===== config.mk =====
export PLATFORM = sky130hd
export DESIGN_NAME = tkp_cmd_core
export DESIGN_NICKNAME = d
export VERILOG_FILES = /design/src/design/tkp_pkg.sv /design/src/design/tkp_cmd_core.sv /design/src/design/tkp_pwd_check.sv
export VERILOG_INCLUDE_DIRS = /design/src /design/src/design
export SDC_FILE = /design/constraint.sdc
export NUM_CORES = 1
export LEC_CHECK = 0
export ABC_AREA = 0
export ABC_CLOCK_PERIOD_IN_PS = 5000
export BUFFER_PORTS_ARGS = -buffer_cell sky130_fd_sc_hd__buf_4
export CAP_MARGIN = 20
export CORE_MARGIN = 3
export CORE_UTILIZATION = 35
export CTS_BUF_LIST = sky130_fd_sc_hd__clkbuf_8 sky130_fd_sc_hd__clkbuf_16
export DETAILED_ROUTE_END_ITERATION = 10
export PLACE_DENSITY = 0.57
export SETUP_SLACK_MARGIN = 0.05
export SYNTH_ARGS = -nofsm -noshare
export SYNTH_HDL_FRONTEND = slang
export SYNTH_SLANG_ARGS = --single-unit

===== constraint.sdc =====
create_clock -name mclk -period 5 [get_ports mclk]
set_input_delay 0.5 -clock mclk [delete_from_list [all_inputs] [get_ports mclk]]
set_output_delay 0.5 -clock mclk [all_outputs]
set_load 0.03 [all_outputs]

===== src/design/tkp_params.svh =====
// Command codes, field positions, error codes and UID limits of the tag command core
`ifndef TKP_PARAMS_SVH
`define TKP_PARAMS_SVH
`define TKP_CMD_INV_READ  8'ha0
`define TKP_CMD_KILL      8'hb9
`define TKP_CMD_PRIV      8'hba
`define TKP_FLG_ERR       8'h01
`define TKP_FLG_INV       2
`define TKP_FLG_SEL       4
`define TKP_FLG_AFI       4
`define TKP_FLG_ADDR      5
`define TKP_FLG_ONESLOT   5
`define TKP_FLG_OPT       6
`define TKP_EXT_SURV      0
`define TKP_EXT_FULLID    1
`define TKP_EXT_SKIP      4
`define TKP_EXT_QUIET     5
`define TKP_EXT_PQUIET    6
`define TKP_MLEN_EXT      7
`define TKP_ERR_GENERIC   8'h0f
`define TKP_ERR_BLOCK     8'h10
`define TKP_UID_BITS_1    8'h40
`define TKP_UID_BITS_16   8'h3c
`define TKP_UID_BYTES     4'h8
`endif


===== src/design/tkp_pkg.sv =====
// Types shared by the tag command core, its interrogator model and the testbench
`default_nettype none
package tkp_pkg;
   typedef enum logic [1:0] {
      TAG_READY = 2'h0, TAG_SELECTED = 2'h1, TAG_QUIET = 2'h3, TAG_PQUIET = 2'h2
   } tkp_tag_state_t;
   typedef enum logic [3:0] {
      ST_IDLE = 4'h0, ST_CMD = 4'h1, ST_MFG = 4'h3, ST_UID = 4'h2,
      ST_AFI = 4'h6, ST_MLEN = 4'h7, ST_EXT = 4'h5, ST_MASK = 4'h4,
      ST_FIRST = 4'hc, ST_COUNT = 4'hd, ST_PWD = 4'hf, ST_TAIL = 4'he,
      ST_EXEC = 4'ha, ST_REPLY = 4'hb, ST_FETCH = 4'h9, ST_DROP = 4'h8
   } tkp_state_t;
   typedef enum logic [1:0] {PH_HEAD = 2'h0, PH_ERR = 2'h1, PH_UID = 2'h3, PH_DATA = 2'h2} tkp_phase_t;
   typedef struct packed {logic valid; logic eof; logic crcOk; logic [7:0] data;} tkp_rx_t;
   typedef struct packed {logic valid; logic last; logic [7:0] data;} tkp_tx_t;
   typedef struct packed {logic writeTiming; logic [3:0] slot;} tkp_resp_t;
   typedef struct packed {logic valid; logic [31:0] masked;} tkp_pwd_t;
endpackage : tkp_pkg
`default_nettype wire


===== src/design/tkp_cmd_core.sv =====
`include "tkp_params.svh"
`default_nettype none
module tkp_cmd_core #(
   parameter int         USER_BLOCKS = 80,
   parameter int         BLOCK_BYTES = 4,
   // Arbitrary value, stands in for the maker code of the tag
   parameter logic [7:0] MFG_CODE    = 8'h5a
) (
   input  wire logic                       mclk,
   input  wire logic                       sys_rst,
   input  wire tkp_pkg::tkp_rx_t           rxIn,
   input  wire logic                       txReady,
   output tkp_pkg::tkp_tx_t                txOut,
   output tkp_pkg::tkp_resp_t              respInfo,
   input  wire logic [63:0]                uid,
   input  wire tkp_pkg::tkp_tag_state_t    tagState,
   input  wire logic [7:0]                 tagAfi,
   input  wire logic                       survEnabled,
   input  wire logic [15:0]                challenge,
   input  wire logic [31:0]                killPassword,
   input  wire logic [31:0]                privPassword,
   input  wire tkp_pkg::tkp_pwd_t          setPwdIn,
   input  wire logic [8*BLOCK_BYTES-1:0]   memData,
   output logic [7:0]                      memAddr,
   output logic                            killed,
   output logic                            privacyOn,
   output logic                            quietReq,
   output logic                            pquietReq
);
   import tkp_pkg::*;

   if (USER_BLOCKS < 1 || USER_BLOCKS > 256 || BLOCK_BYTES < 1 || BLOCK_BYTES > 8) begin : g_chk
      $error("tkp_cmd_core: unsupported block geometry");
   end

   ////////////////////////////////////////////////////////////////////////////
   tkp_state_t  state;
   tkp_phase_t  phase;
   logic [7:0]  flags, cmd, afiRx, mlen, ext, firstBlk, blkCnt, lastBlk, errCode;
   logic [3:0]  idx, uidLeft;
   logic [2:0]  uidPos, byteIdx;
   logic [31:0] pwdBuf;
   logic        uidMiss, maskMiss, fmtErr, crcErr, errFlag, dataOn, qPend, pqPend;
   logic        pwdMatch, exitMatch;
   logic        isInv, isInvRead, isKill, extMode, lenErr, blkErr, afiMiss, survMiss;
   logic        stateOk, silent, errReply, doData, loadOk, nextLast, goFetch;
   logic [6:0]  len;
   logic [4:0]  maskBytes;
   logic [7:0]  lenMax, maskKeep, uidByte, nextByte;
   logic [3:0]  uidBytes, slotVal;
   logic [8:0]  blkEnd;

   assign isInv     = flags[`TKP_FLG_INV];
   assign isKill    = (cmd == `TKP_CMD_KILL);
   assign isInvRead = (cmd == `TKP_CMD_INV_READ);
   assign extMode   = mlen[`TKP_MLEN_EXT];
   assign len       = mlen[6:0];
   assign maskBytes = 5'((8'(len) + 8'h07) >> 3);
   assign uidByte   = uid[8*idx[2:0] +: 8];
   assign loadOk    = !txOut.valid || txReady;

   // Only mask-covered bits of the current mask byte take part in the compare
   always_comb begin
      int left;
      left = int'(len) - 8 * int'(idx);
      if (idx > 4'h7 || left <= 0) begin
         maskKeep = 8'h00;
      end else if (left >= 8) begin
         maskKeep = 8'hff;
      end else begin
         maskKeep = 8'((9'h001 << left) - 9'h001);
      end
   end

   ////////////////////////////////////////////////////////////////////////////
   // Request parser and reply sequencing
   always_ff @(posedge mclk) begin : p_parse
      if (sys_rst) begin
         state <= ST_IDLE;
         flags <= 8'h00;
         cmd <= 8'h00;
         afiRx <= 8'h00;
         mlen <= 8'h00;
         ext <= 8'h00;
         firstBlk <= 8'h00;
         blkCnt <= 8'h00;
         idx <= 4'h0;
         pwdBuf <= 32'h0000_0000;
         uidMiss <= 1'b0;
         maskMiss <= 1'b0;
         fmtErr <= 1'b0;
         crcErr <= 1'b0;
      end else if (state == ST_EXEC) begin
         state <= silent ? ST_IDLE : ST_REPLY;
      end else if (state == ST_REPLY) begin
         if (loadOk && nextLast) begin
            state <= ST_IDLE;
         end else if (loadOk && goFetch) begin
            state <= ST_FETCH;
         end
      end else if (state == ST_FETCH) begin
         state <= ST_REPLY;
      end else if (rxIn.eof) begin
         crcErr <= !rxIn.crcOk;
         fmtErr <= fmtErr || (state != ST_TAIL);
         state <= (state == ST_IDLE || state == ST_DROP) ? ST_IDLE : ST_EXEC;
      end else if (rxIn.valid) begin
         idx <= idx + 4'h1;
         case (state)
            ST_IDLE: begin
               flags <= rxIn.data;
               uidMiss <= 1'b0;
               maskMiss <= 1'b0;
               fmtErr <= 1'b0;
               afiRx <= 8'h00;
               mlen <= 8'h00;
               ext <= 8'h00;
               firstBlk <= 8'h00;
               blkCnt <= 8'h00;
               state <= killed ? ST_DROP : ST_CMD;
            end
            ST_CMD: begin
               cmd <= rxIn.data;
               if (!privacyOn && (rxIn.data == `TKP_CMD_KILL || rxIn.data == `TKP_CMD_PRIV
                                  || rxIn.data == `TKP_CMD_INV_READ)) begin
                  state <= ST_MFG;
               end else begin
                  state <= ST_DROP;
               end
            end
            ST_MFG: begin
               idx <= 4'h0;
               if (rxIn.data != MFG_CODE) begin
                  state <= ST_DROP;
               end else if (isInvRead) begin
                  state <= (isInv && flags[`TKP_FLG_AFI]) ? ST_AFI : ST_MLEN;
               end else if (isKill && (isInv || !(flags[`TKP_FLG_ADDR] || flags[`TKP_FLG_SEL]))) begin
                  state <= ST_DROP;
               end else begin
                  state <= (!isInv && flags[`TKP_FLG_ADDR]) ? ST_UID : ST_PWD;
               end
            end
            ST_UID: begin
               uidMiss <= uidMiss || (rxIn.data != uidByte);
               if (idx == 4'h7) begin
                  idx <= 4'h0;
                  state <= ST_PWD;
               end
            end
            ST_AFI: begin
               afiRx <= rxIn.data;
               idx <= 4'h0;
               state <= ST_MLEN;
            end
            ST_MLEN: begin
               mlen <= rxIn.data;
               idx <= 4'h0;
               if (rxIn.data[`TKP_MLEN_EXT]) begin
                  state <= ST_EXT;
               end else begin
                  state <= (rxIn.data[6:0] != 7'h00) ? ST_MASK : ST_FIRST;
               end
            end
            ST_EXT: begin
               ext <= rxIn.data;
               idx <= 4'h0;
               if (len != 7'h00) begin
                  state <= ST_MASK;
               end else begin
                  state <= rxIn.data[`TKP_EXT_SKIP] ? ST_TAIL : ST_FIRST;
               end
            end
            ST_MASK: begin
               maskMiss <= maskMiss || ((rxIn.data ^ uidByte) & maskKeep) != 8'h00;
               if (5'(idx) == maskBytes - 5'h01) begin
                  state <= (extMode && ext[`TKP_EXT_SKIP]) ? ST_TAIL : ST_FIRST;
               end
            end
            ST_FIRST: begin
               firstBlk <= rxIn.data;
               state <= ST_COUNT;
            end
            ST_COUNT: begin
               blkCnt <= rxIn.data;
               state <= ST_TAIL;
            end
            ST_PWD: begin
               pwdBuf[8*idx[1:0] +: 8] <= rxIn.data;
               if (idx == 4'h3) begin
                  state <= ST_TAIL;
               end
            end
            ST_TAIL: begin
               fmtErr <= 1'b1;
            end
            default: begin
               state <= state;
            end
         endcase
      end
   end

   ////////////////////////////////////////////////////////////////////////////
   // Decision taken in the execute cycle
   always_comb begin
      // 60 bits with 16 slots, else 64
      lenMax   = (isInv && !flags[`TKP_FLG_ONESLOT]) ? `TKP_UID_BITS_16 : `TKP_UID_BITS_1;
      lenErr   = 8'(len) > lenMax;
      blkErr   = !(extMode && ext[`TKP_EXT_SKIP]) && int'(firstBlk) >= USER_BLOCKS;
      afiMiss  = isInv && flags[`TKP_FLG_AFI] && afiRx != 8'h00 && afiRx != tagAfi;
      survMiss = extMode && ext[`TKP_EXT_SURV] && !survEnabled;
      if (isInvRead && extMode && ext[`TKP_EXT_QUIET] && ext[`TKP_EXT_PQUIET]) begin
         stateOk = (tagState == TAG_PQUIET);
      end else if (isInv) begin
         stateOk = (tagState == TAG_READY) || (tagState == TAG_SELECTED);
      end else begin
         stateOk = !flags[`TKP_FLG_SEL] || (tagState == TAG_SELECTED);
      end
      silent   = crcErr || uidMiss || !stateOk
                 || (isInvRead && (maskMiss || afiMiss || survMiss))
                 || (isInv && (fmtErr || lenErr || blkErr));
      errReply = fmtErr || (isInvRead ? (lenErr || blkErr) : !pwdMatch);
      if (!isInvRead || !flags[`TKP_FLG_OPT]) begin
         uidBytes = 4'h0;
      end else if (extMode && ext[`TKP_EXT_FULLID]) begin
         uidBytes = `TKP_UID_BYTES;
      end else begin
         uidBytes = 4'((lenMax - 8'(len) + 8'h07) >> 3);
      end
      blkEnd   = 9'(firstBlk) + 9'(blkCnt);
      doData   = isInvRead && !(extMode && ext[`TKP_EXT_SKIP]);
      slotVal  = 4'(uid >> len);
   end

   // Next reply byte; bytes of a word and of the UID go out low byte first
   always_comb begin
      nextByte = 8'h00;
      nextLast = 1'b0;
      goFetch  = 1'b0;
      case (phase)
         PH_HEAD: begin
            nextByte = errFlag ? `TKP_FLG_ERR : 8'h00;
            nextLast = !errFlag && uidLeft == 4'h0 && !dataOn;
            goFetch  = !errFlag && uidLeft == 4'h0 && dataOn;
         end
         PH_ERR: begin
            nextByte = errCode;
            nextLast = 1'b1;
         end
         // real UID bits fill the bytes
         PH_UID: begin
            nextByte = uid[8*uidPos +: 8];
            nextLast = uidLeft == 4'h1 && !dataOn;
            goFetch  = uidLeft == 4'h1 && dataOn;
         end
         default: begin
            nextByte = memData[8*byteIdx +: 8];
            nextLast = int'(byteIdx) == BLOCK_BYTES - 1 && memAddr == lastBlk;
            goFetch  = int'(byteIdx) == BLOCK_BYTES - 1 && memAddr != lastBlk;
         end
      endcase
   end

   ////////////////////////////////////////////////////////////////////////////
   // Reply byte stream
   always_ff @(posedge mclk) begin : p_reply
      if (sys_rst) begin
         txOut <= '0;
         respInfo <= '0;
         phase <= PH_HEAD;
         errFlag <= 1'b0;
         errCode <= 8'h00;
         uidLeft <= 4'h0;
         uidPos <= 3'h0;
         byteIdx <= 3'h0;
         memAddr <= 8'h00;
         lastBlk <= 8'h00;
         dataOn <= 1'b0;
         qPend <= 1'b0;
         pqPend <= 1'b0;
         quietReq <= 1'b0;
         pquietReq <= 1'b0;
      end else begin
         quietReq <= 1'b0;
         pquietReq <= 1'b0;
         if (state == ST_EXEC) begin
            phase <= PH_HEAD;
            byteIdx <= 3'h0;
            errFlag <= errReply;
            errCode <= (isInvRead && !fmtErr) ? `TKP_ERR_BLOCK : `TKP_ERR_GENERIC;
            uidLeft <= errReply ? 4'h0 : uidBytes;
            uidPos <= 3'(4'h8 - uidBytes);
            dataOn <= doData && !errReply;
            memAddr <= firstBlk;
            lastBlk <= (int'(blkEnd) >= USER_BLOCKS) ? 8'(USER_BLOCKS - 1) : blkEnd[7:0];
            qPend <= isInvRead && extMode && ext[`TKP_EXT_QUIET] && !ext[`TKP_EXT_PQUIET];
            pqPend <= isInvRead && extMode && !ext[`TKP_EXT_QUIET] && ext[`TKP_EXT_PQUIET];
            // write-type timing for kill and privacy
            respInfo.writeTiming <= !isInvRead;
            respInfo.slot <= (isInv && !flags[`TKP_FLG_ONESLOT]) ? slotVal : 4'h0;
         end else if (state == ST_REPLY && loadOk) begin
            txOut <= '{valid: 1'b1, last: nextLast, data: nextByte};
            quietReq <= nextLast && qPend;
            pquietReq <= nextLast && pqPend;
            case (phase)
               PH_HEAD: phase <= errFlag ? PH_ERR : (uidLeft != 4'h0 ? PH_UID : PH_DATA);
               PH_UID: begin
                  uidPos <= uidPos + 3'h1;
                  uidLeft <= uidLeft - 4'h1;
                  if (uidLeft == 4'h1) begin
                     phase <= PH_DATA;
                  end
               end
               PH_DATA: begin
                  byteIdx <= goFetch ? 3'h0 : byteIdx + 3'h1;
                  if (goFetch) begin
                     memAddr <= memAddr + 8'h01;
                  end
               end
               default: phase <= phase;
            endcase
         end else if (txOut.valid && txReady) begin
            txOut.valid <= 1'b0;
         end
      end
   end

   ////////////////////////////////////////////////////////////////////////////
   // Kill and privacy state
   always_ff @(posedge mclk) begin : p_lock
      if (sys_rst) begin
         killed <= 1'b0;
         privacyOn <= 1'b0;
      end else if (state == ST_EXEC && !silent && !errReply && !isInvRead) begin
         killed <= killed || isKill;
         privacyOn <= privacyOn || !isKill;
      end else if (exitMatch) begin
         privacyOn <= 1'b0;
      end
   end

   tkp_pwd_check u_req_pwd (
      .mclk      (mclk),
      .sys_rst   (sys_rst),
      .valid     (state == ST_TAIL),
      .masked    (pwdBuf),
      .challenge (challenge),
      .reference (isKill ? killPassword : privPassword),
      .match     (pwdMatch)
   );

   tkp_pwd_check u_exit_pwd (
      .mclk      (mclk),
      .sys_rst   (sys_rst),
      .valid     (setPwdIn.valid),
      .masked    (setPwdIn.masked),
      .challenge (challenge),
      .reference (privPassword),
      .match     (exitMatch)
   );
endmodule : tkp_cmd_core
`default_nettype wire


===== src/design/tkp_pwd_check.sv =====
// Unmasks a challenge-masked password and compares it with a stored one
`default_nettype none
module tkp_pwd_check (
   input  wire logic        mclk,
   input  wire logic        sys_rst,
   input  wire logic        valid,
   input  wire logic [31:0] masked,
   input  wire logic [15:0] challenge,
   input  wire logic [31:0] reference,
   output logic             match
);
   ////////////////////////////////////////////////////////////////////////////
   // unmask with challenge
   always_ff @(posedge mclk) begin
      if (sys_rst) begin
         match <= 1'b0;
      end else begin
         match <= valid && ((masked ^ {challenge, challenge}) == reference);
      end
   end
endmodule : tkp_pwd_check
`default_nettype wire


; Word-level counts from Yosys, hierarchy flattened
; Cells that the tools add are included.
; Widths: inputs -> output; s select.
[word_totals]
register_bits = 159
latch_bits = 0
mem_bits_rw = 0
rom_bits = 0
out_inout_bits = 27
wordCells = 326
n_memories = 0
[op_classes]
add_sub_neg = 14
multipliers = 0
div = 0
order_cmp = 6
n_eq_ne = 43
shift = 7
mux = 74
bitwise = 9
reduce_logical = 137
[op_table]
columns = cell, n
row1 = $shiftx 64x7->8, 2
row2 = $mux 4, 29
row3 = $reduce_and 6->1, 11
row4 = $eq 32x32->1, 2
row5 = $pmux 8 s2, 4
row6 = $shr 64x7->4, 1
row7 = $xor 32x32->32, 2
row8 = $mux 8, 7
row9 = $pmux 4 s11, 1
row10 = $logic_and 1x1->1, 41
row11 = $eq 8x8->1 const B, 5
row12 = $neg 5->34, 1
row13 = $shift 8x34->32 const A, 1
row14 = $shiftx 8x34->32, 1
row15 = $bwmux 32, 1
row16 = $eq 4x4->1 const B, 8
row17 = $mux 32, 1
row18 = $shiftx 32x7->8, 1
row19 = $shl 1x32->8 const A, 1
row20 = $reduce_bool 2->1, 15
row21 = $logic_or 1x1->1, 25
row22 = $ne 8x8->1, 3
row23 = $pmux 8 s3, 1
row24 = $logic_not 1->1, 21
row25 = 59 further kinds, 105

; Logic depth before layout (Yosys ltp)
[logic_depth]
ltp_word = 14
mapped_depth = 16
mapped_depth_nobuf = 14

; By module
; A second synthesis with hierarchy kept.
[unflattened]
cells_unflattened = 1518
area_unflattened_um2 = 13153.9
[modules_own_cells]
columns = module, n_inst, cells_each, area_per_inst_um2, seq_area_each_um2
row1 = tkp_cmd_core, 1, 1320, 11672.4, 2922.8
row2 = tkp_pwd_check, 2, 99, 740.7, 20.0

; Worst setup path after synthesis
; No wires, ideal clock.
[synth_timing]
path_type = register to register
from = register idx[1]
to = register maskMiss
setup_ps = 74
arrival_ps = 3708
required_ps = 4926
setup_slack_ps = 1218
path_stages_with_launch = 14
path_buffers = 3
synth_period_minus_slack_ps = 3782
cell_sequence = dfxtp_1 -> clkbuf_1 -> clkbuf_1 -> inv_1 -> fa_1 -> nor3_1 -> o221ai_1 -> or4_1 -> ha_1 -> clkbuf_1 -> or4_1 -> nand4_1 -> a2bb2oi_1 -> a31oi_1
[synth_via]
elab_chain_len = 9
[synth_rtl]
columns = element, line_no
row1 = start: declaration, tkp_cmd_core.sv:40  ; logic [3:0] idx, uidLeft;
row2 = start signal: assignment, tkp_cmd_core.sv:108  ; idx <= idx + 4'h1;
row3 = $sub 7x7->8, tkp_cmd_core.sv:65  ; left = int'(len) - 8 * int'(idx);
row4 = $shl 1x32->8, tkp_cmd_core.sv:71  ; maskKeep = 8'((9'h001 << left) - 9'h001);
row5 = $sub 8x1->8, tkp_cmd_core.sv:71
row6 = $mux 8, tkp_cmd_core.sv:68  ; end else if (left >= 8) begin
row7 = $mux 8, tkp_cmd_core.sv:66  ; if (idx > 4'h7 || left <= 0) begin
row8 = $and 8x8->8 (*), tkp_cmd_core.sv:174  ; maskMiss <= maskMiss || ((rxIn.data ^ uidByte) & maskKeep) != 8'h00;
row9 = $reduce_bool 8->1 (*), tkp_cmd_core.sv:174
row10 = $logic_or 1x1->1 (*), tkp_cmd_core.sv:174
row11 = $pmux 1 s2 (*), tkp_cmd_core.sv:109  ; case (state)
row12 = end signal: assignment, tkp_cmd_core.sv:90  ; maskMiss <= 1'b0;
row13 = end signal: assignment, tkp_cmd_core.sv:113  ; maskMiss <= 1'b0;
row14 = end signal: assignment, tkp_cmd_core.sv:174
row15 = end: declaration, tkp_cmd_core.sv:43  ; logic uidMiss, maskMiss, fmtErr, crcErr, errFlag, dataOn, qPend, pqPend;
; Every way passes the cells marked *; elsewhere a longest branch is shown, timed or not.
; A chain may end at the register's enable or synchronous reset.

; Worst setup path in the final report
[layout_timing]
from = register mlen[3]
to = register maskMiss
[layout_via]
elab_chain_len = 9
[layout_rtl]
columns = element, line_no
row1 = start: declaration, tkp_cmd_core.sv:39  ; logic [7:0] flags, cmd, afiRx, mlen, ext, firstBlk, blkCnt, lastBlk, errCode;
row2 = start signal: assignment, tkp_cmd_core.sv:156  ; mlen <= rxIn.data;
row3 = $sub 7x7->8 (*), tkp_cmd_core.sv:65
row4 = $shl 1x32->8, tkp_cmd_core.sv:71
row5 = $sub 8x1->8, tkp_cmd_core.sv:71
row6 = $mux 8, tkp_cmd_core.sv:68
row7 = $mux 8 (*), tkp_cmd_core.sv:66
row8 = $and 8x8->8 (*), tkp_cmd_core.sv:174
row9 = $reduce_bool 8->1 (*), tkp_cmd_core.sv:174
row10 = $logic_or 1x1->1 (*), tkp_cmd_core.sv:174
row11 = $pmux 1 s2 (*), tkp_cmd_core.sv:109
; Marks and branches as above.

==> metrics.md <==
| Metric | Value |
|---|---|
| Fin crit share | `0.803` |
| Row Count | `69` |
| Leading area contributor after synthesis | `dfxtp_1` |
| Routed Antenna Nets | `0` |
| Sw frac | `0.351` |
| Internal | `2.59 mW` |
| Required time worst endpoint | `5360 ps` |
| # setup viols final | `0` |
| Crit path DAT | `4370 ps` |
| TritonRoute pass-1 iters | `5` |
| Outcome | `completed` |
| Full die area | `0.0392 mm^2` |
| Clock power frac | `0.327` |
| Syn Inst Count | `1557` |
| Netlist cell types | `87` |
| Total Nets Final | `2030` |
| R2r endpoint | `maskMiss$_SDFFE_PP0P_` |
| Max transition margin | `0.281` |
| Fmax | `249 MHz` |
| YS warnings | `0` |
| Hold Path Origin | `rxIn[8]` |
| Area occupied by multi-input gates | `0.00933 mm^2` |
| CP endpoint kind | `flip-flop` |
| Max-slew violation count | `0` |
| Initial antenna violation count | `0` |
| Largest net degree at the start of global routing | `95` |
| Post-synth EDFFs | `0` |
| Clock Latency Late Sink | `440 ps` |
| R2r setup slk | `980 ps` |
| R2r worst-path depth | `12` |
| Avg Cell Area, Syn | `8.29 um^2` |
| # DRC | `0` |
| Hold Path Depth | `4` |
| Most numerous cell in the Yosys netlist | `nand2_1` |
| FILL cells | `3606` |
| First-iteration detailed-routing DRC count | `1222` |
| Max VDD drop | `0.000252 V` |
| Area grow syn2layout | `21.9%` |
| FF+latch area | `0.00297 mm^2` |
| H-tree Lvls | `4` |
| Switching pwr | `1.40 mW` |
| Post_cts resized | `0` |
| Die X | `198 um` |
| Async set-or-reset flop fraction in the synthesized netlist | `0` |
| Post-CTS Setup Bufs | `0` |
| CTS sink cnt | `148` |
| CTS tree | `yes` |
| CTS buffer count | `17` |
| Synth cell count leaders | `163 x nand2_1, 148 x dfxtp_1, 133 x a21oi_1` |
| Avg WL per Cell | `20.9 um` |
| Die Span Y | `198 um` |
| Routed wire length | `46400 um` |
| Power Density | `253 mW/mm^2` |
| Logic pwr share | `0.337` |
| Worst Hold Path EP | `crcErr$_SDFFE_PP0P_` |
| Critical Path Start Type | `flip-flop` |
| Synth Cell Area | `0.0129 mm^2` |
| GRT overflow | `0` |
| Number of global-route vias before repair | `12576` |
| Clock Pin Slew Worst Setup and Hold Paths | `60 ps` |
| Design area | `0.0157 mm^2` |
| Post-synthesis sequential area ratio | `0.229` |
| #FFs+latches synth | `148` |
| Net Count, Synth | `1836` |
| Maximum fanout along the worst path | `17` |
| Setup Skew | `11.2 ps` |
| Minimum clock period | `4020 ps` |
| Max_cap viols | `0` |
| RSZ-0062 raised after global routing | `no` |
| Setup TNS | `0 ps` |
| # diodes | `0` |
| Seq pwr share | `0.337` |
| Fin. Hold Viols | `0` |
| Total vias in the final route | `12854` |
| Crit Path Category | `reg -> reg` |
| Leakage | `6.15 nW` |
| Placed instance area | `0.0152 mm^2` |
| Synth top area share | `0.229` |
| CTS root buffer | `clkbuf_16` |
| Worst Tran Pin Value | `1080 ps` |
| Hold crit path type | `in -> reg` |
| Longest Clk Path Bufs | `2` |
| Post-CTS Hold Fix Bufs | `0` |
| DR vias/cell | `5.78` |
| Io pins | `261` |
| Overall global routing resource usage | `0.231` |
| Core area | `0.0360 mm^2` |
| Top_reg_cell synth | `dfxtp_1` |
| Fraction of layout instances using a drive strength above 1 | `0.231` |
| FF-to-FF Start | `mlen[3]$_SDFFE_PP0P_` |
| RD Place Congestion | `0.943` |
| Starting density of the core | `0.359` |
| DP HPWL | `35500 um` |
| First-pass GRT wire length | `71200 um` |
| I/O Buffers | `260` |
| Ranking of synthesized cells by area | `dfxtp_1 23%, mux4_2 9.2%, mux2i_1 7.6%` |
flip-flops by register name, summed over array words and instances (netlist names), 3 cells and up:
name	cells
pwdBuf	32
txOut	10
afiRx	8
blkCnt	8
cmd	8
firstBlk	8
lastBlk	8
memAddr	8
mlen	8
ext	5
respInfo	5
flags	4
idx	4
state	4
uidLeft	4
byteIdx	3
uidPos	3
how the worst max path moves through the flow:
stage,from,to,depth (start not counted)
after global routing,mlen[3]$_SDFFE_PP0P_,maskMiss$_SDFFE_PP0P_,12
after floorplan,idx[1]$_SDFFE_PP0P_,maskMiss$_SDFFE_PP0P_,13
final,mlen[3]$_SDFFE_PP0P_,maskMiss$_SDFFE_PP0P_,12
after CTS,mlen[3]$_SDFFE_PP0P_,maskMiss$_SDFFE_PP0P_,12
after detailed placement,mlen[3]$_SDFFE_PP0P_,maskMiss$_SDFFE_PP0P_,12
after global placement,mlen[3]$_SDFFE_PP0P_,maskMiss$_SDFFE_PP0P_,12
power groups by stage:
stage                     clock network, mW  registers, mW  logic [mW]
after floorplan                           0           1.30       0.895
after global placement                    0           1.36        1.31
after detailed placement                  0           1.36        1.32
after CTS                              1.33           1.34        1.33
after global routing                   1.37           1.35        1.46
final                                  1.30           1.34        1.34
cell type report:
class                   instances  share of cell area
flip-flops and latches        148               0.188
clock inverters                14              0.0104
inverters                      52              0.0124
multi-input cells            1255               0.593
clock buffers                  17              0.0270
repair buffers                277               0.132
well taps                     461              0.0366
critical path, stage by stage, from the launching register on:
cell and delay, ps:
dfxtp_1 720, inv_1 290, ha_1 280, inv_1 70, fa_1 400, nor2b_1 150
o221ai_1 360, or4_1 520, ha_1 290, or4_1 520, nand4_1 120, a2bb2oi_1 70
a31oi_1 150
layer usage:
layer | vias to the layer above | global-route usage | part of all wire
li1 | 6117 | - | -
met1 | 6204 | 0.305 | 0.43
met2 | 453 | 0.387 | 0.48
met3 | 80 | 0.0328 | 0.060
met4 | 0 | 0.0807 | 0.030
met5 | - | 0 | 0
through the flow:
step / hold WS, ps / util / instances / worst slack (ps) / power (mW)
after global placement: 446 / 0.421 / 2193 / 1250 / 2.68
final: 392 / 0.437 / 2224 / 984 / 3.99
after detailed placement: 454 / 0.421 / 2193 / 1050 / 2.68
after CTS: 374 / 0.437 / 2224 / 1070 / 3.99
after global routing: 416 / 0.437 / 2224 / 796 / 4.19
after floorplan: 431 / - / 1557 / 1220 / 2.20
kinds of logic after synthesis:
logic type	share of synthesized area
adders and majority gates	0.0459
AOI/OAI and AO/OA	0.184
buffers and inverters	0.0485
DFF	0.229
and+or+nand+nor	0.195
xor gates and xnor gates	0.110
muxes	0.187
placed cells by master (no fill, tap or decap), drive strengths merged, types with 20 or more instances in the layout:
cell,instances
buf,277
nand2,163
dfxtp,148
a21oi,133
nor2,109
mux2i,98
nand3,94
xnor2,90
xor2,72
inv,55
mux4,53
ha,41
o21ai,40
nor3,28
a31oi,26
nor4,24
and2,21
mux2,21
a211oi,20
(Power assumes the default switching activity.)
